==> src/include/dgc_pkg.sv <==
// Constants for the decimator digital gain control block
`default_nettype none
package dgc_pkg;
    localparam int          DGC_ADDR_W        = 8;
    localparam int          DGC_DATA_W        = 8;
    localparam int          DGC_SAMPLE_W      = 16;
    localparam int          DGC_GAIN_W        = 8;
    localparam int          DGC_PROD_W        = DGC_SAMPLE_W + DGC_GAIN_W;

    // Register map
    localparam logic [7:0]  DGC_ADDR_CTRL     = 8'h14;
    localparam logic [7:0]  DGC_ADDR_READBACK = 8'h15;
    localparam logic [7:0]  DGC_CTRL_RESET    = 8'h00;

    // Field positions in the control register
    localparam int          DGC_OVERRIDE_BIT  = 7;
    localparam int          DGC_COARSE_MSB    = 5;
    localparam int          DGC_COARSE_LSB    = 3;
    localparam int          DGC_FINE_MSB      = 2;
    localparam int          DGC_FINE_LSB      = 0;

    // Gain factor = (base + 4*coarse + fine) / divisor
    localparam logic signed [7:0] DGC_GAIN_BASE    = 8'sh20;
    localparam logic signed [7:0] DGC_GAIN_DIVISOR = 8'sh1a;
    localparam int                DGC_COARSE_SHIFT = 2;

    // Automatic coefficient settings per operating mode
    localparam logic [2:0]  DGC_AUTO_RECOV_COARSE = 3'h1;
    localparam logic [2:0]  DGC_AUTO_RECOV_FINE   = 3'h7;
    localparam logic [2:0]  DGC_AUTO_CLIP_COARSE = 3'h7;
    localparam logic [2:0]  DGC_AUTO_CLIP_FINE   = 3'h6;

    // Numerators the automatic settings resolve to
    localparam logic signed [7:0] DGC_NUM_RECOV = 8'sh23;
    localparam logic signed [7:0] DGC_NUM_CLIP = 8'sh1a;

    localparam logic signed [15:0] DGC_SAMPLE_MAX = 16'sh7fff;
    localparam logic signed [15:0] DGC_SAMPLE_MIN = -16'sh8000;
endpackage
`default_nettype wire

==> src/rtl/dgc_decimator_gain_control.sv <==
// Decimator output digital gain stage with its control and read-back registers
// Summary of operation
// - Control register write-only; read-back returns it
// - Override clear: automatic gain, coefficients ignored
// - Gain equals (32 + 4*coarse + fine)/26
// - Coarse codes map to -2..+2
// - Coarse unused codes clamp to +2 or -2
// - Fine field decodes like coarse field
`timescale 1ns/10ps
`default_nettype none
module dgc_decimator_gain_control
    import dgc_pkg::*;
(
    input  wire logic                           clk_sys,
    input  wire logic                           rst,
    input  wire logic                           reg_wr,
    input  wire logic                           reg_rd,
    input  wire logic [DGC_ADDR_W-1:0]          reg_addr,
    input  wire logic [DGC_DATA_W-1:0]          reg_wr_data,
    output logic      [DGC_DATA_W-1:0]          reg_rd_data,
    input  wire logic                           overload_recovery_mode,
    input  wire logic                           in_valid,
    input  wire logic signed [DGC_SAMPLE_W-1:0] in_data,
    output logic                                out_valid,
    output logic signed [DGC_SAMPLE_W-1:0]      out_data
);

    logic [DGC_DATA_W-1:0]        ctrl;
    logic                         custom_gain_override;
    logic [2:0]                   coarse_code;
    logic [2:0]                   fine_code;
    logic signed [2:0]            coarse_gain_coeff;
    logic signed [2:0]            fine_gain_coeff;
    logic signed [DGC_GAIN_W-1:0] gain_num;
    logic signed [DGC_PROD_W-1:0] product;
    logic signed [DGC_PROD_W-1:0] scaled;
    logic signed [DGC_SAMPLE_W-1:0] next_out;

    // Unused codes saturate toward the nearest legal extreme
    function automatic logic signed [2:0] dgc_decode(input logic [2:0] code);
        logic signed [2:0] val;
        val = 3'sh0;
        case (code)
            3'h3, 3'h2: val = 3'sh2;
            3'h1:       val = 3'sh1;
            3'h0:       val = 3'sh0;
            3'h7:       val = -3'sh1;
            default:    val = -3'sh2;
        endcase
        return val;
    endfunction

    // Independent decode used only by the assertions below
    function automatic logic signed [7:0] dgc_ref_coeff(input logic [2:0] code);
        logic signed [7:0] val;
        val = 8'sh00;
        if (!code[2]) begin
            val = code[1] ? 8'sh02 : {7'h00, code[0]};
        end else begin
            val = (code[1:0] == 2'h3) ? -8'sh01 : -8'sh02;
        end
        return val;
    endfunction

    always_ff @(posedge clk_sys or posedge rst) begin
        if (rst) begin
            ctrl <= DGC_CTRL_RESET;
        end else if (reg_wr && reg_addr == DGC_ADDR_CTRL) begin
            ctrl <= reg_wr_data;
        end
    end

    // Write-only address reads zero; read-back address shows the control word
    always_ff @(posedge clk_sys or posedge rst) begin
        if (rst) begin
            reg_rd_data <= 8'h00;
        end else if (reg_rd) begin
            if (reg_addr == DGC_ADDR_READBACK) begin
                reg_rd_data <= ctrl;
            end else begin
                reg_rd_data <= 8'h00;
            end
        end
    end

    assign custom_gain_override = ctrl[DGC_OVERRIDE_BIT];

    always_comb begin
        if (custom_gain_override) begin
            coarse_code = ctrl[DGC_COARSE_MSB:DGC_COARSE_LSB];
            fine_code   = ctrl[DGC_FINE_MSB:DGC_FINE_LSB];
        end else if (overload_recovery_mode) begin
            coarse_code = DGC_AUTO_RECOV_COARSE;
            fine_code   = DGC_AUTO_RECOV_FINE;
        end else begin
            coarse_code = DGC_AUTO_CLIP_COARSE;
            fine_code   = DGC_AUTO_CLIP_FINE;
        end
    end

    assign coarse_gain_coeff = dgc_decode(coarse_code);
    assign fine_gain_coeff   = dgc_decode(fine_code);

    // Numerator stays within 22..42, divisor applied after the multiply
    assign gain_num = DGC_GAIN_BASE
                    + (DGC_GAIN_W'(coarse_gain_coeff) <<< DGC_COARSE_SHIFT)
                    + DGC_GAIN_W'(fine_gain_coeff);
    assign product  = DGC_PROD_W'(in_data) * DGC_PROD_W'(gain_num);
    assign scaled   = product / DGC_PROD_W'(DGC_GAIN_DIVISOR);

    always_comb begin
        if (scaled > DGC_PROD_W'(DGC_SAMPLE_MAX)) begin
            next_out = DGC_SAMPLE_MAX;
        end else if (scaled < DGC_PROD_W'(DGC_SAMPLE_MIN)) begin
            next_out = DGC_SAMPLE_MIN;
        end else begin
            next_out = scaled[DGC_SAMPLE_W-1:0];
        end
    end

    always_ff @(posedge clk_sys or posedge rst) begin
        if (rst) begin
            out_valid <= 1'b0;
            out_data  <= 16'sh0000;
        end else begin
            out_valid <= in_valid;
            if (in_valid) begin
                out_data <= next_out;
            end
        end
    end

    ctrl_write_a: assert property (@(posedge clk_sys) disable iff (rst)
        (reg_wr && reg_addr == DGC_ADDR_CTRL) ##1 (reg_rd && !reg_wr && reg_addr == DGC_ADDR_READBACK)
        |=> reg_rd_data == $past(reg_wr_data, 2))
        else $error("read-back does not match last control write");

    wo_read_a: assert property (@(posedge clk_sys) disable iff (rst)
        (reg_rd && reg_addr == DGC_ADDR_CTRL) |=> reg_rd_data == 8'h00)
        else $error("write-only control register read non-zero");

    unmapped_read_a: assert property (@(posedge clk_sys) disable iff (rst)
        (reg_rd && reg_addr != DGC_ADDR_CTRL && reg_addr != DGC_ADDR_READBACK) |=> reg_rd_data == 8'h00)
        else $error("unmapped address read non-zero");

    ro_write_a: assert property (@(posedge clk_sys) disable iff (rst)
        (reg_wr && reg_addr != DGC_ADDR_CTRL) |=> $stable(ctrl))
        else $error("write to other address changed control word");

    rd_hold_a: assert property (@(posedge clk_sys) disable iff (rst)
        !reg_rd |=> $stable(reg_rd_data))
        else $error("read data changed without a read");

    auto_clip_a: assert property (@(posedge clk_sys) disable iff (rst)
        (!custom_gain_override && !overload_recovery_mode) |-> gain_num == DGC_NUM_CLIP)
        else $error("clipping mode gain is not unity");

    auto_recov_a: assert property (@(posedge clk_sys) disable iff (rst)
        (!custom_gain_override && overload_recovery_mode) |-> gain_num == DGC_NUM_RECOV)
        else $error("recovery mode ignores automatic gain");

    auto_coeff_a: assert property (@(posedge clk_sys) disable iff (rst)
        !custom_gain_override |->
        coarse_gain_coeff == (overload_recovery_mode ? 3'sh1 : -3'sh1))
        else $error("automatic gain follows coefficient field");

    custom_gain_a: assert property (@(posedge clk_sys) disable iff (rst)
        custom_gain_override |->
        gain_num == DGC_GAIN_BASE
                    + (dgc_ref_coeff(ctrl[DGC_COARSE_MSB:DGC_COARSE_LSB]) <<< DGC_COARSE_SHIFT)
                    + dgc_ref_coeff(ctrl[DGC_FINE_MSB:DGC_FINE_LSB]))
        else $error("custom gain numerator wrong");

    coarse_map_a: assert property (@(posedge clk_sys) disable iff (rst)
        custom_gain_override |->
        DGC_GAIN_W'(coarse_gain_coeff) == dgc_ref_coeff(ctrl[DGC_COARSE_MSB:DGC_COARSE_LSB]))
        else $error("coarse code mapping wrong");

    coarse_clamp_a: assert property (@(posedge clk_sys) disable iff (rst)
        ((custom_gain_override && ctrl[5:3] == 3'h3) |-> coarse_gain_coeff == 3'sh2)
        and ((custom_gain_override && ctrl[5:4] == 2'h2) |-> coarse_gain_coeff == -3'sh2))
        else $error("unused coarse code not clamped");

    fine_map_a: assert property (@(posedge clk_sys) disable iff (rst)
        ((custom_gain_override && ctrl[2:0] == 3'h7) |-> fine_gain_coeff == -3'sh1)
        and ((custom_gain_override && ctrl[2:1] == 2'h2) |-> fine_gain_coeff == -3'sh2))
        else $error("fine code mapping wrong");

    fine_ref_a: assert property (@(posedge clk_sys) disable iff (rst)
        custom_gain_override |->
        DGC_GAIN_W'(fine_gain_coeff) == dgc_ref_coeff(ctrl[DGC_FINE_MSB:DGC_FINE_LSB]))
        else $error("fine code decode differs from coarse mapping");

    gain_path_a: assert property (@(posedge clk_sys) disable iff (rst)
        (in_valid && !custom_gain_override && !overload_recovery_mode)
        |=> out_valid && out_data == $past(in_data))
        else $error("unity gain path alters sample");

    recov_out_a: assert property (@(posedge clk_sys) disable iff (rst)
        (in_valid && !custom_gain_override && overload_recovery_mode && in_data == 16'shffe5)
        |=> out_data == 16'shffdc)
        else $error("recovery mode sample not scaled by 35/26");

    sat_high_a: assert property (@(posedge clk_sys) disable iff (rst)
        (in_valid && in_data == DGC_SAMPLE_MAX && gain_num > DGC_GAIN_DIVISOR) |=> out_data == DGC_SAMPLE_MAX)
        else $error("high sample not saturated");

    sat_low_a: assert property (@(posedge clk_sys) disable iff (rst)
        (in_valid && in_data == DGC_SAMPLE_MIN && gain_num > DGC_GAIN_DIVISOR) |=> out_data == DGC_SAMPLE_MIN)
        else $error("low sample not saturated");

    out_hold_a: assert property (@(posedge clk_sys) disable iff (rst)
        !in_valid |=> !out_valid && $stable(out_data))
        else $error("output changed without an input sample");

    gain_range_a: assert property (@(posedge clk_sys) disable iff (rst)
        gain_num >= DGC_GAIN_BASE - 8'sh0a && gain_num <= DGC_GAIN_BASE + 8'sh0a)
        else $error("gain numerator out of range");
endmodule
`default_nettype wire

==> config.mk <==
export PLATFORM = sky130hd
export DESIGN_NAME = dgc_decimator_gain_control
export DESIGN_NICKNAME = d
export VERILOG_FILES = /design/src/include/dgc_pkg.sv /design/src/rtl/dgc_decimator_gain_control.sv
export SDC_FILE = /design/constraint.sdc
export NUM_CORES = 1
export LEC_CHECK = 0
export ABC_AREA = 1
export BUFFER_PORTS_ARGS = -buffer_cell sky130_fd_sc_hd__buf_2
export CAP_MARGIN = 20
export CORE_ASPECT_RATIO = 1.5
export CORE_UTILIZATION = 64
export DETAILED_ROUTE_END_ITERATION = 12
export GPL_ROUTABILITY_DRIVEN = 0
export PLACE_DENSITY = 0.8
export SLEW_MARGIN = 20
export SYNTH_ARGS = -nofsm -noshare
export SYNTH_HDL_FRONTEND = slang
export SYNTH_SLANG_ARGS = --single-unit
==> constraint.sdc <==
create_clock -name clk_sys -period 34.3 [get_ports clk_sys]
set_input_delay 1.715 -clock clk_sys [delete_from_list [all_inputs] [get_ports clk_sys]]
set_output_delay 1.715 -clock clk_sys [all_outputs]
set_load 0.01 [all_outputs]
==> impl_metrics.toml <==
[drt]
wl_mm = 23.0
ant_nets = 0
drtIter0Drc = 377
drc_errors = 0
vias = 9227
wire_per_inst_um = 13.1
via_per_inst = 5.25
drt_pass1_iterations = 5

[yosys]
syn_nets = 1705
syn_avg_cell_area_sq_um = 6.58
synthCells = 1509
yosys_register_bits = 33
syn_area_sq_mm = 0.00993
yosysSeqAreaShare_pct = 8.32
ys_types = 53
ys_warn_count = 0

[die]
ios = 63
dieArea_sq_mm = 0.0160
die_x_um = 104
die_h_um = 155
core_sq_mm = 0.0151
start_util_pct = 65.6
fp-row-count = 55

[final_layout]
nNetsFinal = 1755
area_growth_pct = 6.53
final_util_pct = 69.9
multi_input_area_sq_mm = 0.00767
fillers = 1394
regArea_sq_um = 826
drive_gt1_share_pct = 15.9
n_antenna_cell = 0

[cts]
clk_pin_slew_ns = 0.06
postCtsSetupRepairBufs = 0
ctsHoldBuffers = 0
clk_latency_ns = 0.28
cts_resized = 0
cts_tree = "yes"
root_buffer = "clkbuf_16"
clock_sinks = 33
numCtsBuffers = 5
cts.path.max_buffers = 2
htree_levels = 2

[sta]
skew_ns = 0.00829
fmax_ghz = 0.0537
tightest_slew_ns = 0.763
hold_viol = 0
slew_violations = 0
min_period_ns = 18.61
final-setup-viol-count = 0
fin_crit_sh_pct = 54.3
slew_headroom_pct = 49.0
rsz0062_at_grt = "no"
setup_tns_ns = 0

[placement]
io_buffers = 62
dp_hpwl_mm = 19.8

[setup_path]
crit_buf_inv = 11
crit_arrival_ns = 18.74
critPathMaxFanout = 37
cp_slowest_cell = "fa_1"
reg2reg_from = "ctrl[7]$_DFFE_PP0P_"
path_delay_family = "simple AND/OR/NAND/NOR gates"
cp_common_cell = "nand2_1"
worst_path_largest_cell_delay_ns = 0.54
start_kind = "input port"
critPathCaptureType = "register"
crit_required_ns = 34.43
worstSetupPathType = "in2reg"
critPathLaunch = "overload_recovery_mode"

[global_routing]
grt-ovfl-total = 0
grt_pass1_vias = 9449
antenna_found_initial = 0
grt_usage_pct = 30.6
grt_first_pass_wirelength_mm = 40.4
grt_max_degree = 38

[run]
maxCapViolations = 0

[outcome]
status = "finished clean"

[hold_path]
min_from = "reg_rd_data[4]$_DFFE_PP0P_"
hp-class = "reg2reg"
-- sequential cells by signal, summed over array words and instances, names as in the netlist --
signal	flops
out_data	16
ctrl	8
reg_rd_data	8
out_valid	1
-- tightest hold or removal path, delay by kind of cell, from the launching register on --
kind            cells  cell delay [ns]
simple gates        1             0.05
compound gates      1             0.05
flops               1             0.34
-- layout make-up --
class | count | area share [%]
Multi-Input combinational cell | 1099 | 72.5
Clock buffer | 6 | 1.31
Tap cell | 199 | 2.35
Timing Repair Buffer | 64 | 3.08
Inverter | 356 | 12.6
Clock inverter | 2 | 0.355
Sequential cell | 33 | 7.81
-- logic make-up (layout without fill, tap and decap cells) --
kind of cell               Yosys count  in the layout  share of synthesized area, %
and+or+nand+nor                    775            775                          37.5
buffers and inverters              377            428                          14.5
adders and majority gates          158            158                          27.8
AOI/OAI and AO/OA                  109            109                          6.65
xor gates and xnor gates            56             56                          5.17
DFF                                 33             33                          8.32
muxes                                1              1                         0.113
-- Yosys cell counts (all sizes together) --
| library cell | count | area [sq um] |
|---|---|---|
| clkbuf | 18 | 67.6 |
| a21oi | 49 | 294 |
| buf | 3 | 35.0 |
| fa | 104 | 2080 |
| o21bai | 1 | 7.51 |
| o21a | 2 | 15.0 |
| a21boi | 1 | 11.3 |
| dfrtp | 33 | 826 |
| o211ai | 2 | 15.0 |
| o41ai | 1 | 8.76 |
| xnor2 | 10 | 87.6 |
| or4 | 1 | 7.51 |
| o31ai | 10 | 75.1 |
| nand3b | 10 | 75.1 |
| and2 | 6 | 38.8 |
| nand2 | 465 | 2090 |
| a2111oi | 1 | 8.76 |
| nand3 | 110 | 658 |
| xor2 | 46 | 425 |
| ha | 54 | 676 |
| inv | 352 | 1320 |
| nor4 | 4 | 31.3 |
| a21o | 1 | 7.51 |
| nand4 | 21 | 144 |
| or2 | 3 | 18.8 |
| o22ai | 1 | 6.26 |
| nor3 | 5 | 30.0 |
| mux2 | 1 | 11.3 |
| and3 | 1 | 6.26 |
| clkinv | 4 | 15.0 |
| o21ai | 39 | 203 |
| nor3b | 1 | 7.51 |
| a2bb2oi | 1 | 8.76 |
| nor2 | 148 | 616 |
-- metal layers --
metal | vias to the layer above | routed length (um) | GRT usage (%)
li1 | 4635 | - | -
met1 | 4323 | 8150 | 29.3
met2 | 182 | 13000 | 62.6
met3 | 87 | 515 | 1.98
met4 | 0 | 1370 | 18.2
met5 | - | 0 | 0
-- layout by cell type, fill, tap and decap left out, types with 10 or more instances in the layout --
cell type  netlist  layout
nand3b_1        10      10
nand2_2         78      78
nor2_2          15      15
ha_1            54      54
xor2_1          43      43
nand2_4         20      20
nand2_1        367     367
inv_2           19      19
fa_1           104     104
nor2_1         130     130
o21ai_1         14      14
inv_1          333     333
buf_2            0      62
a21oi_1         38      38
dfrtp_1         33      33
a21oi_2         10      10
nand3_1         93      93
nand3_2         14      14
o31ai_1         10      10
nand4_1         19      19
xnor2_1         10      10
o21ai_0         23      23
-- path summary, 6_finish.rpt --
kind / slack [ns] / endpoint / cells after the start
worst max-delay path: 15.69 / out_data[14]$_DFFE_PP0P_ / 129
worst min-delay path: 0.48 / reg_rd_data[4]$_DFFE_PP0P_ / 2
worst max register to register: 16.68 / out_data[14]$_DFFE_PP0P_ / 125
worst min register to register: 0.48 / reg_rd_data[4]$_DFFE_PP0P_ / 2
max in group asynchronous: 32.49 / out_data[8]$_DFFE_PP0P_ / 3
min in group asynchronous: 1.51 / ctrl[0]$_DFFE_PP0P_ / 3
-- stage by stage --
stage	hold WS [ns]	worst slack, ns	cell area, sq um	instances
3_3_place_gp	0.463	15.94	10400	1751
6_report	0.478	15.69	10600	1759
5_1_grt	0.498	13.68	10600	1759
4_1_cts	0.484	15.74	10600	1759
3_5_place_dp	0.470	15.57	10400	1751
2_1_floorplan	0.480	18.00	9930	1509
Power is not shown: default switching activity piles up to over one toggle a cycle in this logic, so the estimate is an artifact.
